$ cat src/verilog/rfs_regs.svh
// Register offsets, field positions, reset values and limits of the framing status bank
`ifndef RFS_REGS_SVH
`define RFS_REGS_SVH

`define RFS_OFF_FIFO_STATE 6'h09
`define RFS_OFF_COLLISION 6'h0a
`define RFS_OFF_TX_LEN_LOW 6'h0b
`define RFS_OFF_TX_LEN_HIGH 6'h0c
`define RFS_OFF_CONV_RESULT 6'h0d

`define RFS_RST_FIFO_STATE 8'h00
`define RFS_RST_COLLISION 8'h00
`define RFS_RST_TX_LEN_LOW 8'h00
`define RFS_RST_TX_LEN_HIGH 8'h00
`define RFS_RST_CONV_RESULT 8'h00
`define RFS_RD_UNMAPPED 8'h00

`define RFS_FIFO_ACTIVE_BIT 0
`define RFS_FIFO_OVR_BIT 1
`define RFS_FIFO_CNT_LSB 2
`define RFS_FIFO_CNT_MSB 7
`define RFS_COLL_BYTES_LSB 4
`define RFS_COLL_BYTES_MSB 7
`define RFS_COLL_BITS_LSB 1
`define RFS_COLL_BITS_MSB 3
`define RFS_TXL_ANTICOLL_BIT 0
`define RFS_TXL_NIBBLE_BIT 1
`define RFS_TXL_SPLIT_LSB 3
`define RFS_TXL_SPLIT_MSB 5
`define RFS_TXL_LOWER_LSB 6
`define RFS_TXL_LOWER_MSB 7
`define RFS_TXL_WR_MASK 8'hfb

`define RFS_FIFO_DEPTH 32
`define RFS_TX_LEN_MAX 1023

`endif

$ cat src/verilog/rfs_pkg.sv
// Types shared by the framing status register bank
`default_nettype none
package rfs_pkg;

    typedef struct packed {
        logic [5:0] addr;
        logic wr;
        logic rd;
        logic [7:0] wdata;
    } rfs_reg_req_t;

    typedef struct packed {
        logic rx_start;
        logic rx_end;
        logic fifo_push;
        logic fifo_pop;
        logic collision;
        logic [3:0] coll_bytes;
        logic [2:0] coll_bits;
        logic tx_done;
        logic conv_valid;
        logic [7:0] conv_data;
    } rfs_frame_evt_t;

    typedef struct packed {
        logic [9:0] tx_length;
        logic [2:0] split_byte_bits;
        logic nibble_reply_expected;
        logic anticoll_frame;
    } rfs_tx_setup_t;

    typedef enum logic [1:0] {
        RFS_RX_IDLE = 2'b01,
        RFS_RX_BUSY = 2'b10
    } rfs_rx_state_t;

endpackage
`default_nettype wire

$ cat src/verilog/rfs_status_regs.sv
// Framing engine status and transmit setup register bank
//
// How it works
// - Receive-active goes high at the start of a transponder message and stays until its end.
// - Bits 7 to 2 of the FIFO state give the unread byte count, 0 to 32.
// - The FIFO state clears at reset and on the restore-defaults or clear command.
// - A collision stores the full bytes received before it in collision bits 7 to 4.
// - Collision bits 3 to 1 hold the bit offset in the colliding byte, bit 0 reads zero.
// - The collision register clears at reset and on the restore-defaults or clear command.
// - The 10-bit transmit length has its low two bits in 0x0b[7:6], upper eight in 0x0c.
// - Bits 5 to 3 of 0x0b give the valid bits of a final split byte, 000 meaning whole bytes.
// - The 4-bit-reply and anticollision flags clear once the transmission is done.
// - Both transmit length registers are zero at reset and after restore-defaults.
// - Register 0x0d shows the latest 8-bit conversion result, MSB in bit 7.
// - The conversion result clears at reset and after restore-defaults.
`timescale 1ns/10ps
`default_nettype none
`include "rfs_regs.svh"
module rfs_status_regs #(
    parameter int FIFO_DEPTH = `RFS_FIFO_DEPTH
) (
    input wire logic i_sys_clk,
    input wire logic i_rst_b,
    input wire rfs_pkg::rfs_reg_req_t i_reg,
    input wire logic i_cmd_set_default,
    input wire logic i_cmd_clear,
    input wire rfs_pkg::rfs_frame_evt_t i_evt,
    output logic [7:0] o_rdata,
    output logic o_rvalid,
    output rfs_pkg::rfs_tx_setup_t o_tx,
    output logic o_rx_active,
    output logic [5:0] o_fifo_fill,
    output logic o_fifo_overflow
);
    import rfs_pkg::*;

    function automatic logic hit(input logic [5:0] addr, input logic [5:0] offset);
        hit = (addr == offset);
    endfunction

    // Reset release synchroniser; first stage read only by the second
    logic rst_meta_reg, rst_n_reg;
    always_ff @(posedge i_sys_clk or negedge i_rst_b) begin
        if (!i_rst_b) begin
            rst_meta_reg <= 1'b0;
            rst_n_reg <= 1'b0;
        end else begin
            rst_meta_reg <= 1'b1;
            rst_n_reg <= rst_meta_reg;
        end
    end

    logic rx_active, fifo_ovr;
    logic [5:0] fifo_fill;
    logic fifo_clear;

    assign fifo_clear = i_cmd_set_default | i_cmd_clear;

    rfs_fifo_track #(
        .DEPTH(FIFO_DEPTH),
        .CW(6)
    ) rfs_fifo_track_inst (
        .i_sys_clk(i_sys_clk),
        .i_rst_n(rst_n_reg),
        .i_clear(fifo_clear),
        .i_rx_start(i_evt.rx_start),
        .i_rx_end(i_evt.rx_end),
        .i_push(i_evt.fifo_push),
        .i_pop(i_evt.fifo_pop),
        .o_rx_active(rx_active),
        .o_fill(fifo_fill),
        .o_overflow(fifo_ovr)
    );

    logic [7:0] coll_reg, coll_next;
    logic [7:0] txl_reg, txl_next;
    logic [7:0] txh_reg, txh_next;
    logic [7:0] conv_reg, conv_next;
    logic [7:0] rdata_reg, rdata_next;
    logic rvalid_reg, rvalid_next;
    logic wr_low, wr_high;
    logic [7:0] fifo_state;

    assign wr_low = i_reg.wr && hit(i_reg.addr, `RFS_OFF_TX_LEN_LOW);
    assign wr_high = i_reg.wr && hit(i_reg.addr, `RFS_OFF_TX_LEN_HIGH);
    assign fifo_state = {fifo_fill, fifo_ovr, rx_active};

    always_comb begin
        coll_next = coll_reg;
        if (i_cmd_set_default || i_cmd_clear) begin
            coll_next = `RFS_RST_COLLISION;
        end
        // A collision in the same cycle as a clear is kept
        if (i_evt.collision) begin
            coll_next = {i_evt.coll_bytes, i_evt.coll_bits, 1'b0};
        end
    end

    always_comb begin
        txl_next = txl_reg;
        txh_next = txh_reg;
        if (i_evt.tx_done) begin
            txl_next[`RFS_TXL_NIBBLE_BIT] = 1'b0;
            txl_next[`RFS_TXL_ANTICOLL_BIT] = 1'b0;
        end
        // A host write after the transmit ends is new setup, so it wins
        if (wr_low) begin
            txl_next = i_reg.wdata & `RFS_TXL_WR_MASK;
        end
        if (wr_high) begin
            txh_next = i_reg.wdata;
        end
        if (i_cmd_set_default) begin
            txl_next = `RFS_RST_TX_LEN_LOW;
            txh_next = `RFS_RST_TX_LEN_HIGH;
        end
    end

    always_comb begin
        conv_next = conv_reg;
        if (i_cmd_set_default) begin
            conv_next = `RFS_RST_CONV_RESULT;
        end
        if (i_evt.conv_valid) begin
            conv_next = i_evt.conv_data;
        end
    end

    always_comb begin
        rvalid_next = i_reg.rd;
        rdata_next = `RFS_RD_UNMAPPED;
        if (i_reg.rd) begin
            if (hit(i_reg.addr, `RFS_OFF_FIFO_STATE)) begin
                rdata_next = fifo_state;
            end else if (hit(i_reg.addr, `RFS_OFF_COLLISION)) begin
                rdata_next = coll_reg;
            end else if (hit(i_reg.addr, `RFS_OFF_TX_LEN_LOW)) begin
                rdata_next = txl_reg;
            end else if (hit(i_reg.addr, `RFS_OFF_TX_LEN_HIGH)) begin
                rdata_next = txh_reg;
            end else if (hit(i_reg.addr, `RFS_OFF_CONV_RESULT)) begin
                rdata_next = conv_reg;
            end
        end
    end

    always_ff @(posedge i_sys_clk or negedge rst_n_reg) begin
        if (!rst_n_reg) begin
            coll_reg <= `RFS_RST_COLLISION;
            txl_reg <= `RFS_RST_TX_LEN_LOW;
            txh_reg <= `RFS_RST_TX_LEN_HIGH;
            conv_reg <= `RFS_RST_CONV_RESULT;
            rdata_reg <= `RFS_RD_UNMAPPED;
            rvalid_reg <= 1'b0;
        end else begin
            coll_reg <= coll_next;
            txl_reg <= txl_next;
            txh_reg <= txh_next;
            conv_reg <= conv_next;
            rdata_reg <= rdata_next;
            rvalid_reg <= rvalid_next;
        end
    end

    // Lengths above 1023 cannot be written, the field is only ten bits
    assign o_tx.tx_length = {txh_reg, txl_reg[`RFS_TXL_LOWER_MSB:`RFS_TXL_LOWER_LSB]};
    assign o_tx.split_byte_bits = txl_reg[`RFS_TXL_SPLIT_MSB:`RFS_TXL_SPLIT_LSB];
    assign o_tx.nibble_reply_expected = txl_reg[`RFS_TXL_NIBBLE_BIT];
    assign o_tx.anticoll_frame = txl_reg[`RFS_TXL_ANTICOLL_BIT];
    assign o_rdata = rdata_reg;
    assign o_rvalid = rvalid_reg;
    assign o_rx_active = rx_active;
    assign o_fifo_fill = fifo_fill;
    assign o_fifo_overflow = fifo_ovr;
endmodule
`default_nettype wire

$ cat src/verilog/rfs_fifo_track.sv
// Receive activity, FIFO fill count and overflow tracking
`timescale 1ns/10ps
`default_nettype none
module rfs_fifo_track #(
    parameter int DEPTH = 32,
    parameter int CW = 6
) (
    input wire logic i_sys_clk,
    input wire logic i_rst_n,
    input wire logic i_clear,
    input wire logic i_rx_start,
    input wire logic i_rx_end,
    input wire logic i_push,
    input wire logic i_pop,
    output logic o_rx_active,
    output logic [CW-1:0] o_fill,
    output logic o_overflow
);
    import rfs_pkg::*;

    localparam logic [CW-1:0] FULL = CW'(DEPTH);

    rfs_rx_state_t state_reg, state_next;
    logic [CW-1:0] fill_reg, fill_next;
    logic ovr_reg, ovr_next;

    always_comb begin
        state_next = state_reg;
        fill_next = fill_reg;
        ovr_next = ovr_reg;
        // Clear first so a same-cycle event still lands
        if (i_clear) begin
            state_next = RFS_RX_IDLE;
            fill_next = '0;
            ovr_next = 1'b0;
        end
        case (state_next)
            RFS_RX_IDLE: begin
                if (i_rx_start) begin
                    state_next = RFS_RX_BUSY;
                end
            end
            RFS_RX_BUSY: begin
                if (i_rx_end) begin
                    state_next = RFS_RX_IDLE;
                end
            end
            default: begin
                state_next = RFS_RX_IDLE;
            end
        endcase
        if (i_push && !i_pop) begin
            if (fill_next == FULL) begin
                ovr_next = 1'b1;
            end else begin
                fill_next = fill_next + 1'b1;
            end
        end else if (i_pop && !i_push && fill_next != '0) begin
            fill_next = fill_next - 1'b1;
        end
    end

    always_ff @(posedge i_sys_clk or negedge i_rst_n) begin
        if (!i_rst_n) begin
            state_reg <= RFS_RX_IDLE;
            fill_reg <= '0;
            ovr_reg <= 1'b0;
        end else begin
            state_reg <= state_next;
            fill_reg <= fill_next;
            ovr_reg <= ovr_next;
        end
    end

    // Busy is the upper one-hot bit, so the output is a bare flop
    assign o_rx_active = state_reg[1];
    assign o_fill = fill_reg;
    assign o_overflow = ovr_reg;
endmodule
`default_nettype wire

$ cat config.mk
export PLATFORM = sky130hd
export DESIGN_NAME = rfs_status_regs
export DESIGN_NICKNAME = d
export VERILOG_FILES = /design/src/verilog/rfs_pkg.sv /design/src/verilog/rfs_status_regs.sv /design/src/verilog/rfs_fifo_track.sv
export VERILOG_INCLUDE_DIRS = /design/src /design/src/verilog
export SDC_FILE = /design/constraint.sdc
export NUM_CORES = 1
export LEC_CHECK = 0
export BUFFER_PORTS_ARGS = -buffer_cell sky130_fd_sc_hd__buf_4
export CORE_MARGIN = 4
export CORE_UTILIZATION = 45
export CTS_CLUSTER_DIAMETER = 80
export CTS_CLUSTER_SIZE = 8
export DETAILED_ROUTE_END_ITERATION = 10
export PLACE_DENSITY = 0.7
export SYNTH_ARGS = -nofsm -noshare
export SYNTH_HDL_FRONTEND = slang
export SYNTH_SLANG_ARGS = --single-unit
$ cat constraint.sdc
create_clock -name i_sys_clk -period 2 [get_ports i_sys_clk]
set_clock_uncertainty 0.2 [all_clocks]
set_input_delay 0 -clock i_sys_clk [delete_from_list [all_inputs] [get_ports i_sys_clk]]
set_output_delay 0 -clock i_sys_clk [all_outputs]
set_load 0.1 [all_outputs]
# Word-level counts from Yosys, hierarchy flattened
# Index checks and enable logic that the tools add are counted.
[totals] reg_bits=52 latchBits=0 ramBits=0 romBits=0 input_bits=42 out_inout_bits=32 wordCells=63 n_memories=0
[classes] addsub=2 mul=0 div=0 magnitude_cmp=0 eq_ne=8 shift=0 mux=26 bitwise=1 n_reduce_logical=14
[op_table] cell="8-bit 2-to-1 mux" count=14
[op_table] cell="6-bit by 4-bit equality test with 1-bit output, second input constant" count=5
[op_table] cell="6-bit 2-to-1 mux" count=4
[op_table] cell="2-bit 2-to-1 mux" count=4
[op_table] cell="2-bit nonzero test" count=4
[op_table] cell="6-bit by 1-bit adder with 6-bit output, second input constant" count=1
[op_table] cell="6-bit equality test, second input constant" count=1
[op_table] cell="6-bit nonzero test" count=1
[op_table] cell="6-bit by 1-bit subtractor with 6-bit output, second input constant" count=1
[op_table] cell="1-bit logical AND" count=5
[op_table] cell="2-bit one-hot mux with 2 select lines" count=1
[op_table] cell="1-bit 2-to-1 mux" count=3
[op_table] cell="3-bit nonzero test" count=1
[op_table] cell="2-bit by 1-bit equality test with 1-bit output, second input constant" count=1
[op_table] cell="2-bit equality test, second input constant" count=1
[op_table] cell="1-bit zero test" count=2
[op_table] cell="1-bit logical OR" count=1
[op_table] cell="1-bit bitwise OR" count=1

# Logic depth before layout (Yosys ltp)
[depth] word_depth=7 mapped_depth=11

# Hierarchy
# From an unflattened synthesis, not the netlist that was laid out.
[hier_totals] cells_unflattened=287 area_unflattened_um2=2768.9
[by_module_without_submodules] mod="rfs_status_regs" n_inst=1 cells_each=206 area_per_inst_um2=2035.7 seq_area_each_um2=1026.0
[by_module_without_submodules] mod="rfs_fifo_track" n_inst=1 cells_each=81 area_per_inst_um2=733.2 seq_area_each_um2=226.5

# Least setup slack after synthesis
# OpenSTA, ideal clock, no wires.
[synth_path] path_kind="register -> register" from="register rfs_fifo_track_inst.fill_reg[0] (netlist: rfs_fifo_track_inst.o_fill[0])" to="register rfs_fifo_track_inst.fill_reg[0] (netlist: rfs_fifo_track_inst.o_fill[0])" setup_time_ns=0.099 arrival_ns=2.437 t_required_ns=1.701 slack_ns=-0.736 stages_incl_launch_ff=9 n_path_buf=2 cell_sequence="dfrtp_1 > buf_6 > nand2_1 > ha_1 > clkbuf_1 > o21a_1 > a211oi_1 > nor4b_1 > a311oi_1"
[synth_via] elab_chain_len=5
[synth_lines] item="start, declared" line="rfs_fifo_track.sv:24" text="logic [CW-1:0] fill_reg, fill_next;"
[synth_lines] item="start signal, assigned" line="rfs_fifo_track.sv:70" text="fill_reg <= fill_next;"
[synth_lines] item="6-bit 2-to-1 mux *" line="rfs_fifo_track.sv:32" text="if (i_clear) begin"
[synth_lines] item="parallel branches: the longest is 3 deep, another holds 6-bit by 1-bit subtractor with 6-bit output"
[synth_lines] item="6-bit 2-to-1 mux *" line="rfs_fifo_track.sv:52" text="if (i_push && !i_pop) begin"
[synth_lines] item="via rfs_fifo_track_inst.fill_next[0]" line="rfs_fifo_track.sv:24"
# Mark *: on every way through the listed nets, which the timed path passes.
# A chain may end at the register's enable or synchronous reset.

# Final worst setup path
[layout_path] from="register rfs_fifo_track_inst.fill_reg[0] (netlist: rfs_fifo_track_inst.o_fill[0])" to="register rfs_fifo_track_inst.fill_reg[3] (netlist: rfs_fifo_track_inst.o_fill[3])"
# The elaborated chain is that of the path after synthesis.

==> results_dict.tcl <==
set metrics [dict create \
    maxSlewHeadroom_pct 62.6 \
    gp_congestion 0.887 \
    grt_max_degree 29 \
    track_usage_pct 24.0 \
    clk_latency_ns 0.31 \
    synth_top_family_by_area "simple AND/OR/NAND/NOR gates" \
    place_ws_ns 0.0502 \
    crit_type "flip-flop to flip-flop" \
    vias 2582 \
    synth-warning-count 0 \
    post_cts_resized 0 \
    ctsLongestPathBuffers 2 \
    crit_fanout 7 \
    nets 460 \
    min_period_ns 1.97 \
    die_w_um 84.5 \
    fill_cells 365 \
    final_common_cell "buf_4" \
    synth.ff_latch_count 50 \
    firstDrtPassIters 4 \
    grt_pass1_wl_um 13700 \
    die_area_sq_um 7130 \
    routed_via_density 5.29 \
    cts-root-buf "clkbuf_8" \
    design.core.area_sq_um 5570 \
    synth-edff-count 0 \
    clk_pin_slew_worst_paths_ns 0.09 \
    rows 27 \
    diodes 0 \
    cp.arrival_ns 1.95 \
    ant_nets 0 \
    ys_seq_area_share_pct 47.6 \
    setup_viol 0 \
    dieHeight_um 84.5 \
    dp.cells 402 \
    synth_fp_nets 310 \
    outcome "finished clean" \
    synth.avg_cell_area_sq_um 9.92 \
    post_cts_buffers 0 \
    synth-adder-area-share_pct 1.43 \
    async_flop_share_pct 100 \
    drc 0 \
    cts_buffers 5 \
    timing.final.crit_share_pct 98.5 \
    cap_violations 0 \
    synth_cells 265 \
    routed_wl_um 8220 \
    powerDensity_nw_per_um2 590 \
    initial_core_util_pct 47.2 \
    synth-simple-area-share_pct 20.3 \
    mostFrequentLayoutCells "buf_4, dlygate4sd3_1, dfrtp_1" \
    vdd_drop_max_mv 0.466 \
    path_cells "or4_4 > a2111o_1 > a41oi_2 > o311ai_1" \
    finalHoldViolCount 0 \
    startpoint_type "flip-flop" \
    cts.htree.levels 2 \
    drv_slew 0 \
    hp-class "input pin to flip-flop" \
    max_stage_delay_ns 0.53 \
    io_buffers 73 \
    grt_antenna_before_repair 0 \
    synth_compound_area_share_pct 14.8 \
    cp-end-kind "flip-flop" \
    muxShareOfSynthArea_pct 10.7 \
    leakage_nw 2.00 \
    cts_tree "built" \
    ios 74 \
    cts_num_sinks 50 \
    drtIter0Drc 165 \
    synth_top_flop_cell "dfrtp_1" \
    area_delta_synth_final_pct 60.9 \
    netlist_area_sq_um 2630 \
    grt_pass1_vias 2761 \
    rsz0062_at_grt "yes" \
    dp_hpwl_um 5120 \
    fin_cells 488 \
    setup_slack_ns 0.0299 \
    grt-ovfl-total 0 \
    cp_data_required_time_ns 1.98 \
    synth.distinct_cells 53 \
    synth_xor_area_share_pct 0.999 \
    critPathSlowestCell "or4_4" \
    worst_slew_pin_slew_ns 0.553 \
    timing.fmax_mhz 508 \
    drive_gt1_share_pct 27.6 \
    wl_per_cell_um 16.8 \
]
==> stage by stage <==
stage               hold WS, ns  total power [W]     TNS, ns  instance area (sq um)  utilization, %
global route             0.0463          0.00259  -0.0000102                   4230            75.9
finish                   0.0179          0.00250           0                   4230            75.9
detailed placement       -0.414          0.00151           0                   3310            59.4
global placement         -0.418          0.00150           0                   3310            59.4
CTS                     0.00732          0.00249           0                   4230            75.9
floorplan                -0.496          0.00136      -0.662                   2680               -
==> layout make-up <==
class	count	area [sq um]	share of cell area, %
inverters	4	15.0	0.355
clock inverters	2	60.1	1.42
flip-flops and latches	50	1270	29.9
multi-input cells	192	1290	30.6
clock buffers	6	82.6	1.95
repair buffers	162	1420	33.6
well taps	72	90.1	2.13
==> per-layer routing <==
metal | routed length (um) | GRT usage [%] | vias to the layer above | share of wire, %
li1 | - | - | 1235 | -
met3 | 432 | 4.71 | 18 | 5.3
met1 | 3460 | 30.8 | 1250 | 42
met5 | 0 | 0 | - | 0
met4 | 181 | 7.34 | 0 | 2.2
met2 | 4140 | 41.0 | 79 | 50
==> logic make-up (layout without fill, tap and decap cells) <==
group                    Yosys count  count (layout)
other                              1               1
buffers and inverters             23             174
multiplexers                      28              28
XOR/XNOR                           3               3
AO/OA/AOI/OAI                     59              59
adder cells (fa/ha/maj)            3               3
flip-flops                        50              50
AND/OR/NAND/NOR                   98              98
==> Yosys cell counts, types with 3 or more instances <==
library cell	n	area (sq um)
nor3_1	4	20.0
buf_2	3	15.0
a2bb2oi_1	5	43.8
ha_1	3	37.5
inv_1	4	15.0
and3_1	3	18.8
nor2b_1	3	18.8
clkbuf_1	12	45.0
o21ai_0	26	130
a211oi_1	5	37.5
dfrtp_1	49	1230
nand2_1	36	135
nor2_1	19	71.3
nand2b_1	9	56.3
a21oi_1	5	25.0
mux2i_1	27	270
==> path summary, 6_finish.rpt <==
path                                          startpoint                          endpoint  slack (ns)  cells past startpoint
max                        rfs_fifo_track_inst.o_fill[0]     rfs_fifo_track_inst.o_fill[3]        0.03                      4
min                                          i_cmd_clear     rfs_fifo_track_inst.o_fill[4]        0.02                      5
max reg2reg                rfs_fifo_track_inst.o_fill[0]     rfs_fifo_track_inst.o_fill[3]        0.03                      4
min reg2reg                                    rst_n_reg                       conv_reg[7]        0.04                      0
max in group asynchronous                      rst_n_reg  rfs_fifo_track_inst.state_reg[0]        0.98                      1
min in group asynchronous                      rst_n_reg                       conv_reg[7]        0.04                      0
==> worst max-delay path, delay by kind of cell (launching register included) <==
kind,cells,cell delay (ns)
DFF,1,0.52
and+or+nand+nor,1,0.53
AOI/OAI and AO/OA,3,0.58
==> what timing repair did <==
item                                    CTS  global route
endpoints found under the hold margin    48             0
endpoints found under the setup margin    0             2
hold buffers                             78             0
==> report_power, final <==
| part | switching, W | internal, W | total, W |
|---|---|---|---|
| clock network | 0.000347 | 0.000534 | 0.000880 |
| registers | 0.0000426 | 0.00105 | 0.00110 |
| logic | 0.000267 | 0.000253 | 0.000520 |
(Power assumes the default switching activity.)
